[config.mk]
export PLATFORM = sky130hd
export DESIGN_NAME = ile_cpu_end_flat
export DESIGN_NICKNAME = d
export VERILOG_FILES = /design/src/logic/ile_pkg.sv /design/src/logic/ile_sfr_if.sv /design/src/logic/ile_cpu_end.sv /design/src/flat_wrapper.sv
export VERILOG_INCLUDE_DIRS = /design/src /design/src/logic
export SDC_FILE = /design/constraint.sdc
export NUM_CORES = 1
export LEC_CHECK = 0
export ABC_AREA = 1
export BUFFER_PORTS_ARGS = -buffer_cell sky130_fd_sc_hd__buf_2
export CAP_MARGIN = 20
export CORE_ASPECT_RATIO = 0.6
export CORE_MARGIN = 8
export CORE_UTILIZATION = 25
export CTS_CLUSTER_DIAMETER = 50
export DETAILED_ROUTE_END_ITERATION = 12
export GPL_TIMING_DRIVEN = 1
export PLACE_DENSITY = 0.46
export SYNTH_ARGS = -nofsm -noshare
export SYNTH_HDL_FRONTEND = slang
export SYNTH_SLANG_ARGS = --single-unit
[constraint.sdc]
create_clock -name ref_clk -period 1.9 [get_ports ref_clk]
set_clock_uncertainty 0.2 [all_clocks]
set_input_delay 0.19 -clock ref_clk [delete_from_list [all_inputs] [get_ports ref_clk]]
set_output_delay 0.19 -clock ref_clk [all_outputs]
set_load 0.02 [all_outputs]
[src/logic/ile_params.svh]
/*
 Constants of the interrupt latch and enable unit: SFR addresses, field masks,
 reset values, and the register map of the controller end.
 Assumes it is included by bare name after the package.
*/
`ifndef ILE_PARAMS_SVH
`define ILE_PARAMS_SVH

// ----------------------------------------
// Sources and fields
// ----------------------------------------
`define ILE_NSRC        24
`define ILE_LATCH_MASK  24'hfffffc
`define ILE_NMI_MASK    24'h00000c
`define ILE_EF_MASK     24'hfffff0
`define ILE_PROT_BITS   8'h0c
`define ILE_IMF_BIT     0
`define ILE_LATCH_RST   24'h000000
`define ILE_ENAB_RST    24'h000000
`define ILE_STK_DEPTH   8

// ----------------------------------------
// SFR addresses
// ----------------------------------------
`define ILE_A_LAT_LO    8'h3c
`define ILE_A_LAT_HI    8'h3d
`define ILE_A_LAT_TOP   8'h2e
`define ILE_A_EN_LO     8'h3a
`define ILE_A_EN_HI     8'h3b
`define ILE_A_EN_TOP    8'h2c

// ----------------------------------------
// Controller end, APB map and fields
// ----------------------------------------
`define ILE_R_CTRL      12'h000
`define ILE_R_CMD       12'h004
`define ILE_R_STATUS    12'h008
`define ILE_R_RDATA     12'h00c
`define ILE_R_ISTAT     12'h010
`define ILE_R_IMASK     12'h014
`define ILE_OP_WR       3'h0
`define ILE_OP_RD       3'h1
`define ILE_OP_EI       3'h2
`define ILE_OP_DI       3'h3
`define ILE_OP_RET      3'h4
`define ILE_EV_ACC      0
`define ILE_EV_DONE     1

`endif

[src/logic/ile_pkg.sv]
/*
 Types of the interrupt latch and enable unit.
 Assumes nothing beyond a SystemVerilog compiler.
*/
package ile_pkg;
	typedef logic [23:0] ile_word_t;
	typedef enum logic [5:0] {
		ILE_IDLE = 6'h01,
		ILE_DIS  = 6'h02,
		ILE_ACC  = 6'h04,
		ILE_WAIT = 6'h08,
		ILE_ENA  = 6'h10,
		ILE_ACK  = 6'h20
	} ile_state_t;
endpackage : ile_pkg

[src/logic/ile_sfr_if.sv]
/*
 Special-function register path and interrupt acceptance handshake
 between the core end and the latch and enable unit.
 Assumes both ends run on one clock.
*/
`timescale 1ns/1ps
interface ile_sfr_if;
	logic [7:0] sfrAddr;
	logic       sfrWr;
	logic       sfrRd;
	logic [7:0] sfrWdata;
	logic [7:0] sfrRdata;
	logic       sfrRvalid;
	logic       intReq;
	logic [4:0] intVec;
	logic       intAck;
	logic       retPulse;
	logic       eiPulse;
	logic       diPulse;

	modport dev (
		input  sfrAddr, sfrWr, sfrRd, sfrWdata, intAck, retPulse, eiPulse, diPulse,
		output sfrRdata, sfrRvalid, intReq, intVec
	);
	modport cpu (
		output sfrAddr, sfrWr, sfrRd, sfrWdata, intAck, retPulse, eiPulse, diPulse,
		input  sfrRdata, sfrRvalid, intReq, intVec
	);
endinterface : ile_sfr_if

[src/logic/ile_cpu_end.sv]
/*
 Core end: takes orders from software over APB, drives SFR accesses,
 master flag instructions and interrupt acceptance toward the unit.
 Assumes an APB master on ref_clk and the unit on the other modport.
*/
`timescale 1ns/1ps
`include "ile_params.svh"

module ile_cpu_end
	import ile_pkg::*;
(
	// Clock and reset
	input  wire logic        ref_clk,
	input  wire logic        arst_n,
	// APB slave
	input  wire logic        psel,
	input  wire logic        penable,
	input  wire logic        pwrite,
	input  wire logic [11:0] paddr,
	input  wire logic [31:0] pwdata,
	output logic      [31:0] prdata,
	output logic             pready,
	output logic             pslverr,
	// Interrupt to software
	output logic             irq,
	// Unit side
	ile_sfr_if.cpu           sfr
);

	// ----------------------------------------
	// State
	// ----------------------------------------
	ile_state_t state_ff;
	logic [1:0]  ctrl_ff;
	logic [2:0]  op_ff;
	logic [7:0]  addr_ff;
	logic [7:0]  wdat_ff;
	logic [7:0]  rd_ff;
	logic [4:0]  vec_ff;
	logic [1:0]  stat_ff;
	logic [1:0]  mask_ff;
	logic [31:0] prdata_ff;
	logic        pready_ff;
	logic        pslverr_ff;
	logic        irq_ff;
	logic [7:0]  oAddr_ff;
	logic [7:0]  oWd_ff;
	logic        oWr_ff, oRd_ff, oAck_ff, oRet_ff, oEi_ff, oDi_ff;
	logic        apbDo, cmdGo, mapped, isLatch, doneEv, accEv;

	assign apbDo  = psel && penable && pready_ff;
	assign cmdGo  = apbDo && pwrite && paddr == `ILE_R_CMD && state_ff == ILE_IDLE;
	assign mapped = paddr inside {`ILE_R_CTRL, `ILE_R_CMD, `ILE_R_STATUS, `ILE_R_RDATA, `ILE_R_ISTAT, `ILE_R_IMASK};
	assign isLatch = addr_ff inside {`ILE_A_LAT_LO, `ILE_A_LAT_HI, `ILE_A_LAT_TOP, `ILE_A_EN_HI, `ILE_A_EN_TOP};
	assign accEv  = state_ff == ILE_ACK;
	assign doneEv = (state_ff == ILE_WAIT && sfr.sfrRvalid) || (state_ff == ILE_ENA)
		|| (state_ff == ILE_ACC && op_ff != `ILE_OP_RD && !(ctrl_ff[1] && isLatch));

	// ----------------------------------------
	// APB slave, one wait state
	// ----------------------------------------
	always_ff @(posedge ref_clk or negedge arst_n) begin
		if (!arst_n) begin
			pready_ff  <= 1'b0;
			pslverr_ff <= 1'b0;
			prdata_ff  <= 32'h00000000;
		end else if (psel && penable && !pready_ff) begin
			pready_ff  <= 1'b1;
			pslverr_ff <= !mapped;
			unique case (paddr)
				`ILE_R_CTRL:   prdata_ff <= {30'h0, ctrl_ff};
				`ILE_R_STATUS: prdata_ff <= {19'h0, vec_ff, 7'h0, state_ff != ILE_IDLE};
				`ILE_R_RDATA:  prdata_ff <= {24'h0, rd_ff};
				`ILE_R_ISTAT:  prdata_ff <= {30'h0, stat_ff};
				`ILE_R_IMASK:  prdata_ff <= {30'h0, mask_ff};
				default:       prdata_ff <= 32'h00000000;
			endcase
		end else begin
			pready_ff  <= 1'b0;
			pslverr_ff <= 1'b0;
		end
	end

	always_ff @(posedge ref_clk or negedge arst_n) begin
		if (!arst_n) begin
			ctrl_ff <= 2'h0;
			mask_ff <= 2'h0;
			op_ff   <= `ILE_OP_WR;
			addr_ff <= 8'h00;
			wdat_ff <= 8'h00;
		end else if (apbDo && pwrite) begin
			if (paddr == `ILE_R_CTRL) ctrl_ff <= pwdata[1:0];
			if (paddr == `ILE_R_IMASK) mask_ff <= pwdata[1:0];
			if (cmdGo) begin
				addr_ff <= pwdata[7:0];
				op_ff   <= pwdata[18:16];
				// Protected positions always written as ones in the low latch byte
				wdat_ff <= pwdata[15:8] | ((pwdata[7:0] == `ILE_A_LAT_LO) ? `ILE_PROT_BITS : 8'h00);
			end
		end
	end

	// ----------------------------------------
	// Events, write one to clear, set wins
	// ----------------------------------------
	always_ff @(posedge ref_clk or negedge arst_n) begin
		if (!arst_n) begin
			stat_ff <= 2'h0;
			irq_ff  <= 1'b0;
		end else begin
			stat_ff[`ILE_EV_ACC]  <= accEv || (stat_ff[`ILE_EV_ACC] &&
				!(apbDo && pwrite && paddr == `ILE_R_ISTAT && pwdata[`ILE_EV_ACC]));
			stat_ff[`ILE_EV_DONE] <= doneEv || (stat_ff[`ILE_EV_DONE] &&
				!(apbDo && pwrite && paddr == `ILE_R_ISTAT && pwdata[`ILE_EV_DONE]));
			irq_ff <= |(stat_ff & mask_ff);
		end
	end

	// ----------------------------------------
	// Command sequencer
	// ----------------------------------------
	// Guarded edits run master-off, plain load, then master-on again, except at the low enable address
	always_ff @(posedge ref_clk or negedge arst_n) begin
		if (!arst_n) begin
			state_ff <= ILE_IDLE;
			rd_ff    <= 8'h00;
			vec_ff   <= 5'h00;
		end else begin
			unique case (state_ff)
				ILE_IDLE: begin
					if (cmdGo) begin
						state_ff <= (pwdata[18:16] == `ILE_OP_WR && ctrl_ff[1]) ? ILE_DIS : ILE_ACC;
					end else if (ctrl_ff[0] && sfr.intReq) begin
						state_ff <= ILE_ACK;
						vec_ff   <= sfr.intVec;
					end
				end
				ILE_DIS:  state_ff <= ILE_ACC;
				ILE_ACC:  state_ff <= (op_ff == `ILE_OP_RD) ? ILE_WAIT
					: (ctrl_ff[1] && op_ff == `ILE_OP_WR && isLatch) ? ILE_ENA : ILE_IDLE;
				ILE_WAIT: begin
					if (sfr.sfrRvalid) begin
						rd_ff    <= sfr.sfrRdata;
						state_ff <= ILE_IDLE;
					end
				end
				ILE_ENA:  state_ff <= ILE_IDLE;
				ILE_ACK:  state_ff <= ILE_IDLE;
			endcase
		end
	end

	// ----------------------------------------
	// Unit drive, registered
	// ----------------------------------------
	always_ff @(posedge ref_clk or negedge arst_n) begin
		if (!arst_n) begin
			{oWr_ff, oRd_ff, oAck_ff, oRet_ff, oEi_ff, oDi_ff} <= 6'h00;
			oAddr_ff <= 8'h00;
			oWd_ff   <= 8'h00;
		end else begin
			oAddr_ff <= addr_ff;
			oWd_ff   <= wdat_ff;
			oWr_ff   <= state_ff == ILE_ACC && op_ff == `ILE_OP_WR;
			oRd_ff   <= state_ff == ILE_ACC && op_ff == `ILE_OP_RD;
			oEi_ff   <= (state_ff == ILE_ACC && op_ff == `ILE_OP_EI) || state_ff == ILE_ENA;
			oDi_ff   <= (state_ff == ILE_ACC && op_ff == `ILE_OP_DI) || state_ff == ILE_DIS;
			oRet_ff  <= state_ff == ILE_ACC && op_ff == `ILE_OP_RET;
			oAck_ff  <= state_ff == ILE_IDLE && !cmdGo && ctrl_ff[0] && sfr.intReq;
		end
	end

	assign sfr.sfrAddr  = oAddr_ff;
	assign sfr.sfrWdata = oWd_ff;
	assign sfr.sfrWr    = oWr_ff;
	assign sfr.sfrRd    = oRd_ff;
	assign sfr.eiPulse  = oEi_ff;
	assign sfr.diPulse  = oDi_ff;
	assign sfr.retPulse = oRet_ff;
	assign sfr.intAck   = oAck_ff;
	assign prdata       = prdata_ff;
	assign pready       = pready_ff;
	assign pslverr      = pslverr_ff;
	assign irq          = irq_ff;

endmodule : ile_cpu_end

[src/flat_wrapper.sv]
// flat-port wrapper written by rule: the top's interface ports become plain ports
module ile_cpu_end_flat import ile_pkg::*;
  (ref_clk, arst_n, psel, penable, pwrite, paddr, pwdata, prdata, pready, pslverr, irq, sfr_sfrAddr, sfr_sfrWr, sfr_sfrRd, sfr_sfrWdata, sfr_intAck, sfr_retPulse, sfr_eiPulse, sfr_diPulse, sfr_sfrRdata, sfr_sfrRvalid, sfr_intReq, sfr_intVec);
  ile_sfr_if sfr_i ();
  input  wire logic ref_clk;
  input  wire logic arst_n;
  input  wire logic psel;
  input  wire logic penable;
  input  wire logic pwrite;
  input  wire logic [11:0] paddr;
  input  wire logic [31:0] pwdata;
  output logic      [31:0] prdata;
  output logic pready;
  output logic pslverr;
  output logic irq;
  output wire logic [$bits(sfr_i.sfrAddr)-1:0] sfr_sfrAddr;
  output wire logic [$bits(sfr_i.sfrWr)-1:0] sfr_sfrWr;
  output wire logic [$bits(sfr_i.sfrRd)-1:0] sfr_sfrRd;
  output wire logic [$bits(sfr_i.sfrWdata)-1:0] sfr_sfrWdata;
  output wire logic [$bits(sfr_i.intAck)-1:0] sfr_intAck;
  output wire logic [$bits(sfr_i.retPulse)-1:0] sfr_retPulse;
  output wire logic [$bits(sfr_i.eiPulse)-1:0] sfr_eiPulse;
  output wire logic [$bits(sfr_i.diPulse)-1:0] sfr_diPulse;
  input wire logic [$bits(sfr_i.sfrRdata)-1:0] sfr_sfrRdata;
  input wire logic [$bits(sfr_i.sfrRvalid)-1:0] sfr_sfrRvalid;
  input wire logic [$bits(sfr_i.intReq)-1:0] sfr_intReq;
  input wire logic [$bits(sfr_i.intVec)-1:0] sfr_intVec;
  assign sfr_sfrAddr = sfr_i.sfrAddr;
  assign sfr_sfrWr = sfr_i.sfrWr;
  assign sfr_sfrRd = sfr_i.sfrRd;
  assign sfr_sfrWdata = sfr_i.sfrWdata;
  assign sfr_intAck = sfr_i.intAck;
  assign sfr_retPulse = sfr_i.retPulse;
  assign sfr_eiPulse = sfr_i.eiPulse;
  assign sfr_diPulse = sfr_i.diPulse;
  assign sfr_i.sfrRdata = sfr_sfrRdata;
  assign sfr_i.sfrRvalid = sfr_sfrRvalid;
  assign sfr_i.intReq = sfr_intReq;
  assign sfr_i.intVec = sfr_intVec;
  ile_cpu_end u_core (.ref_clk(ref_clk), .arst_n(arst_n), .psel(psel), .penable(penable), .pwrite(pwrite), .paddr(paddr), .pwdata(pwdata), .prdata(prdata), .pready(pready), .pslverr(pslverr), .irq(irq), .sfr(sfr_i));
endmodule
==> results.md <==
* Outcome: completed
* Hold_ws at 15.1 ps
* Final Util at 0.351
* Post-Syn Instances at 391
* Setup Crit Path Kind: reg2reg
* Area Growth Syn to Fin at 35.8%
* DR DRC count at 0
* Worst IR Drop VDD at 0.000471 V
* WL final at 9520 µm
* Antenna cells at 0
* Bufs and invs on worst path at 1
* Hold Startpoint: pwdata[1]
* Max cap viols at 0
* Synth area leaders: dfrtp_1 (57%), nand2_1 (12%), inv_1 (4.1%), buf_4 (4.0%), nand3_1 (3.9%)
* DIE HEIGHT at 108 µm
* GP Congestion at 0.834
* Cell family with most CP delay: simple AND/OR/NAND/NOR gates
* Vias per cell at 4.10
* Post-synthesis mux area share at 0.00632
* Req. time, crit path at 1950 ps
* Initial antenna violation count at 0
* I/O pin count at 121
* Pleak at 2.54 nW
* Root buffer cell: clkbuf_16
* Unique cell type count in the Yosys netlist at 31
* Final Hold Vio Count at 0
* Setup tns final at 0 ps
* Largest family of logic cells by synthesized area: simple AND/OR/NAND/NOR gates
* CTS Buffer Depth at 2
* Fillers at 1419
* Cts bufs inserted at 9
* CTS tree: done
* RR Startpoint: u_core.state_ff[5]
* Vias in the first global route at 3111
* Die ar. at 0.0185 mm²
* Die X at 170 µm
* Critical path's largest stage delay at 410 ps
* Power Density at 846 mW/mm²
* Post-Synth Simple-Gate Area at 0.251
* Adder-cell area share of the yosys netlist at 0
* Startpoint type of the worst setup path: flip-flop
* Most frequent CP cell: nor2_4
* Total number of vias at 2954
* Final period demand of the worst path at 1750 ps
* RSZ-0062 raised after global routing: no
* Hpwl dp at 7290 µm
* Yosys synthesis warning count at 0
* First drt pass iteration count at 4
* Reg2reg end: u_core.state_ff[2]
* Proportion of netlist area held by the largest area contributor at 0.569
* Syn Area/Cell at 9.11 µm²
* DRT iter0 DRCs at 158
* Final Max Tran Viols at 0
* Total Routing Usage GR at 0.107
* Share of layout cells above drive strength 1 at 0.254
* # rows at 33
* Worst path depth at 6
* Setup violations, final at 0
* WHS Path Cells at 3
* Mapped Area at 0.00356 mm²
* Worst hold path class: in2reg
* Core Area at 0.0138 mm²
* Multi-input logic area at 0.00123 mm²
* Internal reg-to-reg setup slack at 150 ps
* Crit path cell chain: nor2_4, nand3_2, nor2_4, nand4_4, buf_4, o21ai_0
* Reg2Reg Depth at 6
* Final net count at 588
* Synth Area in XOR/XNOR at 0
* Wire per inst at 13.2 µm
* Fin crit share at 0.923
* Post-route ant nets at 0
* Max FO, Critical Path at 9
* Insertion delay to the later sink of the worst-skew pair at 330 ps
* CP Capture Type: flip-flop
* Hold EP: u_core.ctrl_ff[1]
* Clock-pin slew on the worst setup and hold paths at 60 ps
* Seq/Total Area, Yosys at 0.576
* Crit path DAT at 1800 ps
* Synth Area in Compound Gates at 0.0681
* Post-synth top area cell: dfrtp_1
* Fmax at 570 MHz
* Grt ovf at 0
* H-Tree Level Count at 3
* CP max stage cell: dfrtp_1
* Clk sinks at 82
* Port bufs at 88
* Maximum number of pins on one net before global-route repair at 36
* Initial core utilization at 0.258
* FF/Latch Area at 0.00205 mm²
* First-pass GRT wire length at 15700 µm
* Final Power at 4.10 mW
* Post-synthesis register bit count at 82
[worst max path at each step]
stage                               endpoint                from  slack (ps)
after floorplan            u_core.addr_ff[3]       u_core.pready         350
after global placement       u_core.op_ff[0]  u_core.state_ff[2]         120
after detailed placement     u_core.op_ff[0]  u_core.state_ff[2]         130
after CTS                    u_core.op_ff[0]  u_core.state_ff[2]         120
after global routing      u_core.state_ff[2]  u_core.state_ff[5]           2
final                     u_core.state_ff[2]  u_core.state_ff[5]         150
[sequential cells by signal, summed over array words and instances (netlist names), 3 cells and up]
signal,cells
u_core.op_ff,3
u_core.rd_ff,8
u_core.wdat_ff,8
u_core.prdata,13
u_core.state_ff,6
u_core.addr_ff,8
u_core.sfr.sfrWdata,8
u_core.vec_ff,5
u_core.sfr.sfrAddr,8
[layout by cell type (no fill, tap or decap), drive strengths merged]
master	Yosys	final
nand2	116	116
inv	39	40
nor3	5	5
mux2	2	2
o41ai	2	2
o31ai	6	6
dlygate4sd3	0	31
bufinv	0	2
a21oi	2	2
nor4b	1	1
conb	1	19
clkinv	2	1
clkbuf	2	10
dfstp	1	1
nand4	9	9
a22o	1	1
o21ai	30	30
buf	23	98
nand3	29	29
nor4	2	2
nor2	37	37
clkinvlp	0	3
dfrtp	81	81
[cell usage after synthesis]
master,number
nand2_1,115
dfrtp_1,81
inv_1,39
nand3_1,28
nor2_1,27
o21ai_0,27
buf_4,19
nand4_1,7
nor2_2,6
o31ai_1,6
nor3_1,5
nor2_4,4
o21ai_2,3
a21oi_1,2
buf_2,2
clkbuf_1,2
mux2_2,2
nor4_1,2
o41ai_1,2
a22o_1,1
buf_6,1
buf_8,1
clkinv_1,1
clkinv_4,1
conb_1,1
dfstp_2,1
nand2_2,1
nand3_2,1
nand4_2,1
nand4_4,1
nor4b_1,1
[logic make-up (layout without fill, tap and decap cells)]
group | after synthesis | count (layout)
AOI/OAI and AO/OA | 41 | 41
muxes | 2 | 2
buffers and inverters | 66 | 185
other | 1 | 19
and+or+nand+nor | 199 | 199
DFF | 82 | 82
[final cells by class]
cell class                      instances  area share
Clock buffer                           10      0.0473
Clock inverter                          5      0.0165
Inverter                               41      0.0341
Multi-Input combinational cell        261       0.255
Sequential cell                        82       0.424
Tap cell                              192      0.0496
Timing Repair Buffer                  129       0.174
[per-layer routing]
metal,wire length [µm],share of wire,GRT usage
met2,4260,0.45,0.161
met1,4650,0.49,0.144
met5,0,0,0
met4,149,0.016,0.0380
met3,469,0.049,0.0320
[where the power goes]
part	internal, mW	switching, mW	total (mW)
sequential	1.79	0.0300	1.82
clock	1.14	0.667	1.81
combinational	0.178	0.285	0.464
total	3.11	0.982	4.10
[tightest hold or removal path, delay by kind of cell]
family | cells | cell delay [ps]
buf+inv | 2 | 160
compound gates | 1 | 150
[stage by stage]
step                      instances  setup slack [ps]  area (µm²)
after floorplan                 409               354        3630
after global placement          672               125        4200
after detailed placement        672               133        4200
after CTS                       718               123        4820
after global routing            720              2.12        4840
final                           720               147        4840
[timing repair]
action	CTS	global route
resized for setup	0	2
setup buffers	0	2
hold endpoints to repair	91	0
hold buffers	31	0
setup endpoints to repair	0	6
No activity file was read; power rests on OpenSTA's default activity.
